===== src/hw/fsp_pkg.sv =====
// constants and carrier types of the flash self-program controller
package fsp_pkg;
  // array geometry
  localparam int ROW_INSTR = 32;
  localparam int PANEL_ROWS = 128;
  localparam int INSTR_W = 24;
  localparam int LIDX_W = $clog2(ROW_INSTR);
  localparam int ROW_LSB = LIDX_W + 1;
  localparam int PANEL_LSB = ROW_LSB + $clog2(PANEL_ROWS);
  localparam int PANEL_W = INSTR_W - PANEL_LSB;
  localparam int ROWSEL_W = PANEL_LSB - ROW_LSB;
  localparam int LATCH_W = ROW_INSTR * INSTR_W;

  // register indices; the byte address is four times the index
  localparam int PADDR_W = 16;
  localparam logic [11:0] IDX_CTRL = 12'h760;
  localparam logic [11:0] IDX_ADRL = 12'h762;
  localparam logic [11:0] IDX_ADRU = 12'h764;
  localparam logic [11:0] IDX_KEY = 12'h766;

  // control register fields
  localparam int CB_START = 15;
  localparam int CB_WRITE_ENABLE_BIT = 14;
  localparam int CB_ERR = 13;
  localparam int OP_W = 7;
  localparam logic [OP_W-1:0] OP_ROW_ERASE = 7'h41;
  localparam logic [OP_W-1:0] OP_ROW_PROG = 7'h01;
  localparam logic [OP_W-1:0] OP_RST = 7'h00;
  localparam logic [15:0] ADRL_RST = 16'h0000;
  localparam logic [7:0] ADRU_RST = 8'h00;

  // unlock key values
  localparam logic [7:0] KEY_FIRST = 8'h55;
  localparam logic [7:0] KEY_SECOND = 8'haa;

  // timing: nominal operation length, rounded down to whole cycles
  localparam int OP_TIME_NS = 2000000;
  localparam int CLK_PERIOD_NS = 10;
  localparam int OP_CYCLES = OP_TIME_NS / CLK_PERIOD_NS;

  // one table instruction from the core
  typedef struct packed {
    logic isWrite;
    logic isHigh;
    logic byteMode;
    logic byteSel;
    logic [15:0] ea;
    logic [15:0] wdata;
  } fsp_tbl_req_t;

  // command held towards the flash array during an operation
  typedef struct packed {
    logic erase;
    logic prog;
    logic [PANEL_W-1:0] panel;
    logic [ROWSEL_W-1:0] row;
  } fsp_flash_cmd_t;

  typedef enum logic [1:0] {K_IDLE, K_GOT_FIRST, K_ARMED} fsp_key_t;
  typedef enum logic {OP_IDLE, OP_RUN} fsp_op_t;
endpackage


===== src/hw/fsp_op_timer.sv =====
// counts out the length of one erase or program operation
`timescale 1ns/1ps
module fsp_op_timer #(
  parameter int CYCLES = fsp_pkg::OP_CYCLES
) (
  input wire logic mclk,
  input wire logic arst_n,
  input wire logic start,
  output logic done
);
  localparam int CNT_W = $clog2(CYCLES + 1);
  localparam logic [CNT_W-1:0] LAST = CNT_W'(CYCLES - 1);
  localparam logic [CNT_W-1:0] ZERO = '0;

  if (CYCLES < 2) begin : g_bad_cycles
    $error("operation length must be at least 2 cycles");
  end

  logic [CNT_W-1:0] count_q;
  logic running_q;

  // free counter while running, done in the same cycle as the last count
  always_ff @(posedge mclk or negedge arst_n) begin
    if (!arst_n) begin
      count_q <= ZERO;
      running_q <= 1'b0;
    end else if (start) begin
      count_q <= ZERO;
      running_q <= 1'b1;
    end else if (running_q) begin
      count_q <= count_q + CNT_W'(1);
      if (count_q == LAST) running_q <= 1'b0;
    end
  end

  assign done = running_q && (count_q == LAST);
endmodule


===== src/hw/fsp_ctrl.sv =====
// flash self-program controller: latches, unlock, operation sequencing
//
// Functional notes
// - flash is rows of 32 instructions, 128 rows make one panel.
// - an erase clears exactly one 32-instruction row.
// - a program writes 32 instructions at once from the latches.
// - the panel latches hold 32 instructions, filled before programming.
// - low table access covers bits 15..0, word or byte.
// - high table access covers bits 23..16, word or byte.
// - program address is table page joined with the effective address.
// - a table write finishes in two cycles, latches only.
// - low address register captures ea 15..0 of each table access.
// - upper address register captures bits 23..16 of each access.
// - software may write both address registers directly.
// - key register is write-only; 0x55 then 0xaa back to back.
// - start bit 15 launches; hardware clears it when finished.
// - an operation lasts nominally 2 ms and stalls the core.
// - control register picks erase or program and holds start.
`timescale 1ns/1ps
module fsp_ctrl
  import fsp_pkg::*;
#(
  parameter int OP_LEN = fsp_pkg::OP_CYCLES
) (
  input wire logic mclk,
  input wire logic arst_n,
  input wire logic psel,
  input wire logic penable,
  input wire logic pwrite,
  input wire logic [fsp_pkg::PADDR_W-1:0] paddr,
  input wire logic [31:0] pwdata,
  output logic [31:0] prdata,
  output logic pready,
  output logic pslverr,
  input wire logic tblValid,
  input wire fsp_pkg::fsp_tbl_req_t tblReq,
  input wire logic [7:0] tablePage,
  output logic tblReady,
  output logic tblDone,
  output logic [15:0] tblRdData,
  output logic [fsp_pkg::INSTR_W-1:0] pmAddr,
  input wire logic [fsp_pkg::INSTR_W-1:0] pmRdData,
  output fsp_pkg::fsp_flash_cmd_t flashCmd,
  output logic [fsp_pkg::LATCH_W-1:0] flashLatchData,
  output logic cpuStall
);
  import fsp_pkg::*;

  if (OP_LEN < 2) begin : g_bad_len
    $error("OP_LEN must be at least 2");
  end

  // register index from a byte address
  function automatic logic [11:0] reg_index(logic [PADDR_W-1:0] a);
    return a[13:2];
  endfunction

  // true when a byte address hits a mapped register
  function automatic logic is_mapped(logic [PADDR_W-1:0] a);
    logic [11:0] i;
    i = reg_index(a);
    return (a[1:0] == 2'b00) && (a[PADDR_W-1:14] == '0) &&
      (i == IDX_CTRL || i == IDX_ADRL || i == IDX_ADRU || i == IDX_KEY);
  endfunction

  // merge one table write into an instruction latch
  function automatic logic [INSTR_W-1:0] latch_merge(
      logic [INSTR_W-1:0] old, fsp_tbl_req_t r);
    logic [INSTR_W-1:0] v;
    v = old;
    if (r.isHigh) begin
      // the phantom byte above bit 23 does not exist
      if (!(r.byteMode && r.byteSel)) v[23:16] = r.wdata[7:0];
    end else if (!r.byteMode) begin
      v[15:0] = r.wdata;
    end else if (r.byteSel) begin
      v[15:8] = r.wdata[7:0];
    end else begin
      v[7:0] = r.wdata[7:0];
    end
    return v;
  endfunction

  // pick the half or byte of a program word that a table read asks for
  function automatic logic [15:0] read_pick(
      logic [INSTR_W-1:0] w, fsp_tbl_req_t r);
    logic [15:0] v;
    v = 16'h0000;
    if (r.isHigh) begin
      if (!(r.byteMode && r.byteSel)) v[7:0] = w[23:16];
    end else if (!r.byteMode) begin
      v = w[15:0];
    end else if (r.byteSel) begin
      v[7:0] = w[15:8];
    end else begin
      v[7:0] = w[7:0];
    end
    return v;
  endfunction

  // bus decode
  logic apbSetup;
  logic apbWr;
  logic [11:0] wrIdx;
  assign apbSetup = psel && !penable;
  assign apbWr = psel && penable && pwrite && is_mapped(paddr);
  assign wrIdx = reg_index(paddr);
  assign pready = 1'b1;
  assign pslverr = psel && penable && !is_mapped(paddr);

  // state
  fsp_op_t opState_q;
  fsp_key_t keyStage_q;
  logic write_enable_bit_q;
  logic err_q;
  logic [OP_W-1:0] opSel_q;
  logic [15:0] addrLow_q;
  logic [7:0] addrUp_q;
  logic [INSTR_W-1:0] latch_q [ROW_INSTR];
  logic rdWait_q;
  fsp_tbl_req_t rdReq_q;
  logic [15:0] tblRdData_q;
  logic tblDone_q;
  logic [INSTR_W-1:0] pmAddr_q;
  logic [31:0] prdata_q;
  fsp_flash_cmd_t flashCmd_q;
  logic opDone;

  // start attempt and its gating
  logic startReq;
  logic opLegal;
  logic launch;
  logic tblTake;
  logic [INSTR_W-1:0] opAddr;
  assign startReq = apbWr && wrIdx == IDX_CTRL && pwdata[CB_START] &&
    opState_q == OP_IDLE;
  assign opLegal = pwdata[OP_W-1:0] == OP_ROW_ERASE ||
    pwdata[OP_W-1:0] == OP_ROW_PROG;
  assign launch = startReq && keyStage_q == K_ARMED &&
    pwdata[CB_WRITE_ENABLE_BIT] && opLegal;
  assign tblTake = tblValid && tblReady;
  assign opAddr = {addrUp_q, addrLow_q};

  // two-step unlock; any other write to a mapped register breaks it
  always_ff @(posedge mclk or negedge arst_n) begin
    if (!arst_n) begin
      keyStage_q <= K_IDLE;
    end else if (apbWr) begin
      if (wrIdx == IDX_KEY && pwdata[7:0] == KEY_FIRST) begin
        keyStage_q <= K_GOT_FIRST;
      end else if (wrIdx == IDX_KEY && pwdata[7:0] == KEY_SECOND &&
          keyStage_q == K_GOT_FIRST) begin
        keyStage_q <= K_ARMED;
      end else begin
        keyStage_q <= K_IDLE;
      end
    end
  end

  // control fields; frozen while an operation runs
  always_ff @(posedge mclk or negedge arst_n) begin
    if (!arst_n) begin
      write_enable_bit_q <= 1'b0;
      opSel_q <= OP_RST;
    end else if (apbWr && wrIdx == IDX_CTRL && opState_q == OP_IDLE) begin
      write_enable_bit_q <= pwdata[CB_WRITE_ENABLE_BIT];
      opSel_q <= pwdata[OP_W-1:0];
    end
  end

  // refused start sets the error flag; a new refusal beats the clear
  always_ff @(posedge mclk or negedge arst_n) begin
    if (!arst_n) begin
      err_q <= 1'b0;
    end else if (startReq && !launch) begin
      err_q <= 1'b1;
    end else if (apbWr && wrIdx == IDX_CTRL && !pwdata[CB_ERR]) begin
      err_q <= 1'b0;
    end
  end

  // start bit reads as the run state, cleared by hardware at the end
  always_ff @(posedge mclk or negedge arst_n) begin
    if (!arst_n) begin
      opState_q <= OP_IDLE;
    end else begin
      case (opState_q)
        OP_IDLE: begin
          if (launch) opState_q <= OP_RUN;
        end
        OP_RUN: begin
          if (opDone) opState_q <= OP_IDLE;
        end
        default: opState_q <= OP_IDLE;
      endcase
    end
  end

  fsp_op_timer #(
    .CYCLES(OP_LEN)
  ) u_timer (
    .mclk(mclk),
    .arst_n(arst_n),
    .start(launch),
    .done(opDone)
  );
  assign cpuStall = opState_q == OP_RUN;

  // one-row erase, one-row program, panel and row split
  always_ff @(posedge mclk or negedge arst_n) begin
    if (!arst_n) begin
      flashCmd_q <= '0;
    end else if (launch) begin
      flashCmd_q.erase <= pwdata[OP_W-1:0] == OP_ROW_ERASE;
      flashCmd_q.prog <= pwdata[OP_W-1:0] == OP_ROW_PROG;
      flashCmd_q.panel <= opAddr[INSTR_W-1:PANEL_LSB];
      flashCmd_q.row <= opAddr[PANEL_LSB-1:ROW_LSB];
    end else if (opDone) begin
      flashCmd_q <= '0;
    end
  end
  assign flashCmd = flashCmd_q;

  // capture on table access, direct writes take over
  always_ff @(posedge mclk or negedge arst_n) begin
    if (!arst_n) begin
      addrLow_q <= ADRL_RST;
      addrUp_q <= ADRU_RST;
    end else if (apbWr && opState_q == OP_IDLE &&
        (wrIdx == IDX_ADRL || wrIdx == IDX_ADRU)) begin
      if (wrIdx == IDX_ADRL) addrLow_q <= pwdata[15:0];
      else addrUp_q <= pwdata[7:0];
    end else if (tblTake) begin
      addrLow_q <= tblReq.ea;
      addrUp_q <= tablePage;
    end
  end

  // table port waits during an operation and behind a pending read
  assign tblReady = opState_q == OP_IDLE && !rdWait_q;

  // one latch set; halves and bytes; index from ea
  generate
    for (genvar i = 0; i < ROW_INSTR; i++) begin : g_latch
      always_ff @(posedge mclk or negedge arst_n) begin
        if (!arst_n) begin
          latch_q[i] <= '0;
        end else if (tblTake && tblReq.isWrite &&
            tblReq.ea[LIDX_W:1] == LIDX_W'(i)) begin
          latch_q[i] <= latch_merge(latch_q[i], tblReq);
        end
      end
      assign flashLatchData[i*INSTR_W +: INSTR_W] = latch_q[i];
    end
  endgenerate

  // write done next cycle; read needs one more for the array
  always_ff @(posedge mclk or negedge arst_n) begin
    if (!arst_n) begin
      rdWait_q <= 1'b0;
      tblDone_q <= 1'b0;
      rdReq_q <= '0;
    end else begin
      rdWait_q <= tblTake && !tblReq.isWrite;
      tblDone_q <= (tblTake && tblReq.isWrite) || rdWait_q;
      if (tblTake) rdReq_q <= tblReq;
    end
  end
  assign tblDone = tblDone_q;

  // program address is page joined with ea
  always_ff @(posedge mclk or negedge arst_n) begin
    if (!arst_n) begin
      pmAddr_q <= '0;
    end else if (tblTake) begin
      pmAddr_q <= {tablePage, tblReq.ea};
    end
  end
  assign pmAddr = pmAddr_q;

  // read data held until the next read completes
  always_ff @(posedge mclk or negedge arst_n) begin
    if (!arst_n) begin
      tblRdData_q <= 16'h0000;
    end else if (rdWait_q) begin
      tblRdData_q <= read_pick(pmRdData, rdReq_q);
    end
  end
  assign tblRdData = tblRdData_q;

  // read data is fetched in the setup cycle so the access has no wait
  always_ff @(posedge mclk or negedge arst_n) begin
    if (!arst_n) begin
      prdata_q <= 32'h0000_0000;
    end else if (apbSetup) begin
      prdata_q <= 32'h0000_0000;
      if (is_mapped(paddr)) begin
        case (reg_index(paddr))
          IDX_CTRL: begin
            prdata_q[CB_START] <= opState_q == OP_RUN;
            prdata_q[CB_WRITE_ENABLE_BIT] <= write_enable_bit_q;
            prdata_q[CB_ERR] <= err_q;
            prdata_q[OP_W-1:0] <= opSel_q;
          end
          IDX_ADRL: prdata_q[15:0] <= addrLow_q;
          IDX_ADRU: prdata_q[7:0] <= addrUp_q;
          default: prdata_q <= 32'h0000_0000; // key is write-only
        endcase
      end
    end
  end
  assign prdata = prdata_q;
endmodule


===== config.mk =====
export PLATFORM = sky130hd
export DESIGN_NAME = fsp_ctrl
export DESIGN_NICKNAME = d
export VERILOG_FILES = /design/src/hw/fsp_pkg.sv /design/src/hw/fsp_op_timer.sv /design/src/hw/fsp_ctrl.sv
export SDC_FILE = /design/constraint.sdc
export NUM_CORES = 1
export LEC_CHECK = 0
export BUFFER_PORTS_ARGS = -buffer_cell sky130_fd_sc_hd__buf_2
export CAP_MARGIN = 20
export CORE_AREA = 2 2 380 382
export DETAILED_ROUTE_END_ITERATION = 8
export DIE_AREA = 0 0 382 384
export PLACE_DENSITY_LB_ADDON = 0.15
export SYNTH_ARGS = -nofsm -noshare
export SYNTH_HDL_FRONTEND = slang
export SYNTH_SLANG_ARGS = --single-unit

===== constraint.sdc =====
create_clock -name mclk -period 3.1 [get_ports mclk]
set_input_delay 0.31 -clock mclk [delete_from_list [all_inputs] [get_ports mclk]]
set_output_delay 0.31 -clock mclk [all_outputs]
set_load 0.05 [all_outputs]

==> flow_summary_export.csv, run 1 <==
group,metric,value,unit
outcome,run_status,"complete, no violations",
placement,dp.final_hpwl,101000,um
worst_setup_path,crit_fanout,16,
route,drtIter0Drc,937,
clock_network,clock-root-buffer,"clkbuf_16",
timing,min_period_over_period,95.07,%
route,routedWlPerCell,25.68,um
timing,tightestPinTransition,1.222,ns
placement,gpl.final_weighted_congestion,0.8065,
global_route,overflow,0,
timing,rsz0062_at_grt,"false",
power_and_ir_drop,ir_worst_vdd,0.0003926,V
global_route,grt_use_met2,31.73,%
yosys,synth-seq-cells,904,
global_route,first_global_vias,25010,
timing,finClkSkew,0.03546,ns
worst_setup_path,cp-startpoint,"tblReq[17]",
worst_setup_path,critPathKind,"input pin to register",
timing,hold_viol,0,
die,std_cell_rows,139,
power_and_ir_drop,leakagePower,26.51,nW
layout,final_cell_mix,"buf_2 (944), dfrtp_1 (904), mux2_2 (774), nand2_1 (222), clkbuf_16 (106)",
clock_network,cts_made_buffers,105,
die,coreArea,142800,um2
worst_setup_path,reg2reg_to,"flashLatchData[596]$_DFFE_PN0P_",
route,vias,24240,
global_route,grt_pass1_wl,197100,um
worst_setup_path,r2r_start,"rdWait_q$_DFF_PN0_",
placement,dpl.cell_count,5249,
route,drc_errors,0,
die,die_h,384,um
die,fp.dieW,382,um
global_route,antenna_found_initial,16,
yosys,synth.distinct_cells,50,
yosys,ys_seq_area_share,63.57,%
clock_network,path_clk_slew,0.06,ns
timing,relSlewSlack,18.10,%
global_route,grt_use_met1,22.02,%
yosys,synthFlopType,"dfrtp_1",
die,initial_core_util,24.92,%
yosys,synthCells,2434,
layout,layout-drive-gt1-share,57.63,%
global_route,grt_max_degree,79,
route,drtAntennaViolNets,0,
worst_setup_path,worst_ep_arrival_time,3.56,ns
clock_network,cts_tree,"yes",
worst_setup_path,worst_setup_path_end_kind,"register",
timing,slew_viol_final,0,
die,die-area,146700,um2
layout,final_net_count,3637,
layout,mostFrequentLayoutCell,"buf_2",
yosys,synth_area,35580,um2
worst_hold_path,hp-class,"input pin to register",
placement,io_buffers,953,
timing,final.min_clock_period,2.947,ns
global_route,met3_usage,6.369,%
route,vias_per_cell,4.402,
power_and_ir_drop,p_total,26.31,mW
clock_network,clockBufferDepth,3,
clock_network,clock_latency,0.72,ns
timing,fin_tns_setup,0,ns
layout,final_cells,5506,
die,ios,987,
route,dr.pass1.iters,5,
yosys,async_flop_share,100.0,%
worst_setup_path,r2r_cells,7,
worst_setup_path,endpoint,"flashLatchData[420]$_DFFE_PN0P_",
worst_setup_path,crit_required,3.71,ns
global_route,grt_busiest_layer,"met2",
yosys,avgSynthCellArea,14.62,um2
power_and_ir_drop,power-per-cell-area,555.7,nW/um2
timing,setup_viol_count_final,0,
clock_network,htree_levels,3,
yosys,ys_warn_count,0,
worst_setup_path,r2r_slack,0.30,ns
clock_network,cts.sinks,904,
layout,areaGrowthSynthToFinish,33.03,%
timing,fmax,339.3,MHz
yosys,synth_edf_count,0,
worst_setup_path,critPathLaunchType,"input pin",
job,cap_violations,0,
global_route,grt_usage,18.77,%
route,drt_wl_total,141400,um
==> worst max-delay path, cell delays in order <==
cell,delay (ns)
dlygate4sd3_1,0.58
buf_2,0.46
nand2b_1,0.21
nor3_2,0.95
nand2_1,0.61
mux2_2,0.44
==> layer usage <==
metal	share of wire [%]	routed length [um]	up-vias
met3	8.0	11270	197
met4	3.4	4810	14
met5	0.073	103	-
met2	49	69000	782
li1	-	-	10650
met1	40	56230	12590
==> where the power goes <==
| group | internal, mW | switching, mW | total, mW | leakage, nW |
|---|---|---|---|---|
| Combinational | 0.294 | 0.996 | 1.29 | 12.2 |
| Clock | 7.82 | 5.29 | 13.1 | 1.80 |
| Sequential | 11.9 | 0.0459 | 11.9 | 12.5 |
==> cells by family after synthesis <==
kind of cell,Yosys count,synth area share (%)
AO/OA/AOI/OAI,90,1.814
XOR/XNOR,17,0.4184
adder cells (fa/ha/maj),1,0.03516
buffers and inverters,157,1.990
flip-flops,904,63.57
multiplexers,795,25.12
other,2,0.02110
AND/OR/NAND/NOR,468,7.029
==> stage by stage <==
step                instance area (um2)  worst slack [ns]  utilization (%)  hold slack [ns]
floorplan                         35640            0.6222                -          0.01441
global placement                  43070            0.1372            30.16           0.4558
detailed placement                43070            0.1149            30.16           0.4583
CTS                               47320            0.1639            33.14        0.0004886
global route                      47320           0.05741            33.14          0.05249
finish                            47340            0.1527            33.15          0.06746
==> synth_stat cells, types with 8 or more instances <==
cell | number | area share [%]
nand4_1 | 11 | 0.19
buf_2 | 10 | 0.14
inv_1 | 10 | 0.11
a21oi_1 | 24 | 0.34
nor4_1 | 8 | 0.14
nand2_2 | 10 | 0.18
dfrtp_1 | 904 | 64
xnor2_1 | 8 | 0.20
buf_4 | 20 | 0.42
nand2_1 | 222 | 2.3
nand3_1 | 45 | 0.63
mux2_1 | 10 | 0.32
mux2_2 | 774 | 24
mux2i_1 | 11 | 0.31
nor3_1 | 9 | 0.13
o221a_2 | 24 | 0.76
nor2_1 | 60 | 0.63
nor2_2 | 15 | 0.26
nand2b_1 | 32 | 0.56
nor2_8 | 20 | 1.1
xor2_1 | 9 | 0.22
a31oi_1 | 9 | 0.16
clkbuf_1 | 107 | 1.1
o21ai_0 | 22 | 0.31
==> area by class of cell <==
class | count | area, um2
antenna | 6 | 15.01
multi-input combinational | 1388 | 12360
inverter | 10 | 37.54
timing repair buffer | 1105 | 6281
sequential | 904 | 22620
fill | 14470 | 95450
clock inverter | 34 | 513.0
clock buffer | 156 | 3131
tap | 1903 | 2381
==> how the worst min path moves through the flow <==
stage	endpoint	cells after the start	slack [ns]	from
after floorplan	addrLow_q[0]$_DFFE_PN0P_	0	0.01	arst_n
after global placement	pmAddr[13]$_DFFE_PN0P_	2	0.46	pmAddr[13]$_DFFE_PN0P_
after detailed placement	pmAddr[5]$_DFFE_PN0P_	2	0.46	pmAddr[5]$_DFFE_PN0P_
after CTS	pmAddr[2]$_DFFE_PN0P_	3	0.0005	tblReq[18]
after global routing	pmAddr[2]$_DFFE_PN0P_	3	0.05	tblReq[18]
final	tblRdData[1]$_DFFE_PN0P_	5	0.07	pmRdData[1]
==> what timing repair did <==
item	in CTS	in global routing
endpoints found under the hold margin	127	0
buffers inserted	0	0
hold buffers	61	0
gates resized for setup	0	0
endpoints found under the setup margin	0	0
==> flip-flops by register name (all words and copies together) (netlist names) <==
register and cells:
err_q 1, prdata 16, u_timer.running_q 1, rdWait_q 1, rdReq_q 3, addrUp_q 8
cpuStall 1, flashLatchData 768, pmAddr 24, tblRdData 16, u_timer.count_q 18, tblDone 1
flashCmd 20, keyStage_q 2, write_enable_bit_q 1, addrLow_q 16, opSel_q 7
Note: power is estimated with default switching activity, not from simulation.
==> run 2: changes to the inputs <==
CAP_MARGIN = not set   (was 20)
clock period = 3.57 ns   (was 3.1 ns; I/O delays follow)
==> flow_summary_export.csv, run 2 (same netlist as run 1, synthesis figures left out) <==
group,metric,value,unit
worst_setup_path,r2r_start,"rdWait_q$_DFF_PN0_",
power_and_ir_drop,leakagePower,26.46,nW
worst_setup_path,critPathKind,"register to register",
clock_network,cts.sinks,904,
worst_setup_path,worst_ep_arrival_time,3.37,ns
global_route,first_global_vias,25360,
die,initial_core_util,24.92,%
layout,layout-drive-gt1-share,57.73,%
route,dr.pass1.iters,4,
placement,dpl_cell_area,43020,um2
route,drc_errors,0,
timing,final.min_clock_period,2.788,ns
global_route,grt_usage,18.84,%
power_and_ir_drop,ir_worst_vdd,0.0003891,V
layout,mostFrequentLayoutCell,"buf_2",
timing,fin_tns_setup,0,ns
worst_setup_path,worst_setup_path_end_kind,"register",
clock_network,htree_levels,3,
timing,relSlewSlack,29.48,%
timing,setup_viol_count_final,0,
route,drtAntennaViolNets,0,
clock_network,path_clk_slew,0.05,ns
placement,dpl.cell_count,5241,
layout,final_cells,5501,
worst_setup_path,r2r_cells,7,
worst_setup_path,reg2reg_to,"flashLatchData[402]$_DFFE_PN0P_",
power_and_ir_drop,pwr-share-clk,49.7,%
route,routedWlPerCell,25.73,um
worst_hold_path,hp-class,"input pin to register",
layout,areaGrowthSynthToFinish,32.88,%
outcome,run_status,"complete, no violations",
global_route,overflow,0,
die,fp.dieW,382,um
global_route,grt_max_degree,77,
timing,rsz0062_at_grt,"false",
placement,io_buffers,953,
route,vias,24230,
worst_setup_path,critPathLaunchType,"register",
layout,fill_cells,14470,
layout,multi_input_area,12360,um2
die,std_cell_rows,139,
clock_network,clock_latency,0.73,ns
power_and_ir_drop,intPower,17.29,mW
timing,finClkSkew,0.02418,ns
clock_network,clock-root-buffer,"clkbuf_16",
timing,min_period_over_period,78.10,%
worst_setup_path,endpoint,"flashLatchData[402]$_DFFE_PN0P_",
clock_network,postCtsSetupBuffers,0,
worst_setup_path,r2r_slack,0.78,ns
layout,final_net_count,3628,
placement,gpl.final_weighted_congestion,0.7880,
timing,tightestPinTransition,1.058,ns
global_route,grt_pass1_wl,197700,um
die,die_h,384,um
timing,fmax,358.6,MHz
die,coreArea,142800,um2
timing,hold_viol,0,
power_and_ir_drop,p_total,22.82,mW
layout,seq_area,22620,um2
global_route,antenna_found_initial,16,
placement,dp.final_hpwl,102200,um
power_and_ir_drop,combPwrFrac,4.9,%
power_and_ir_drop,p_sw,5.536,mW
layout,largest_reg_flops,768,
layout,final_cell_mix,"buf_2 (944), dfrtp_1 (904), mux2_2 (774), nand2_1 (222), clkbuf_16 (106)",
worst_setup_path,crit_fanout,35,
clock_network,clockBufferDepth,3,
worst_setup_path,cp-startpoint,"rdWait_q$_DFF_PN0_",
worst_setup_path,crit_required,4.16,ns
layout,fin_area,47280,um2
die,ios,987,
route,vias_per_cell,4.404,
timing,slew_viol_final,0,
clock_network,cts_tree,"yes",
route,drt_wl_total,141600,um
route,drtIter0Drc,1066,
power_and_ir_drop,swShare,24.26,%
job,cap_violations,0,
power_and_ir_drop,power-per-cell-area,482.7,nW/um2
clock_network,cts_made_buffers,106,
die,die-area,146700,um2
power_and_ir_drop,seq_power_share,45.3,%
==> run 2: power by group through the flow <==
stage	clock (mW)	combinational (mW)	sequential (mW)
2_1_floorplan	0	0.305	10.6
3_3_place_gp	0	1.13	10.5
3_5_place_dp	0	1.12	10.5
4_1_cts	11.7	1.18	10.3
5_1_grt	12.1	1.23	10.3
6_report	11.3	1.13	10.3
==> run 2: worst min path at each step <==
stage,start,end,slack (ns),cells after the start
6_report,pmRdData[3],tblRdData[3]$_DFFE_PN0P_,0.12,5
5_1_grt,pmRdData[0],tblRdData[0]$_DFFE_PN0P_,0.09,5
4_1_cts,pmRdData[7],tblRdData[7]$_DFFE_PN0P_,0.03,5
3_5_place_dp,pmAddr[5]$_DFFE_PN0P_,pmAddr[5]$_DFFE_PN0P_,0.46,2
3_3_place_gp,pmAddr[19]$_DFFE_PN0P_,pmAddr[19]$_DFFE_PN0P_,0.46,2
2_1_floorplan,arst_n,addrLow_q[0]$_DFFE_PN0P_,0.06,0
==> run 2: routing by layer <==
layer	wire (um)	track usage, %	vias up
met1	55300	21.81	12540
li1	-	-	10630
met4	5756	7.283	14
met2	69280	31.97	827
met3	11140	6.466	216
met5	90	0	-
==> run 2: area by class of cell <==
cell class                      count  area share [%]
Inverter                           10         0.07939
Clock buffer                      148           6.473
Multi-Input combinational cell   1388           26.13
Timing Repair Buffer             1095           13.14
Antenna cell                        7         0.03705
Clock inverter                     46           1.257
Sequential cell                   904           47.84
Tap cell                         1903           5.036
==> run 2: critical path, stage by stage (launching register included) <==
cell	delay (ns)
dfrtp_1	0.37
buf_4	0.24
nor3b_2	0.25
nand3_1	0.20
nor2_2	0.12
buf_4	0.37
nand2_1	0.59
mux2_2	0.48
==> run 2: stage by stage <==
stage          hold WS [ns]  utilization [%]  worst slack [ns]
5_1_grt             0.08873            33.10            0.6029
3_5_place_dp         0.4614            30.13            0.5537
4_1_cts             0.02741            33.10            0.7136
6_report             0.1191            33.11            0.7817
2_1_floorplan       0.06141                -             1.092
3_3_place_gp         0.4577            30.13            0.4836
==> run 2: timing repair <==
item,4_1_cts,5_1_grt
endpoints found under the hold margin,124,0
gates resized for setup,0,0
hold buffers,59,0
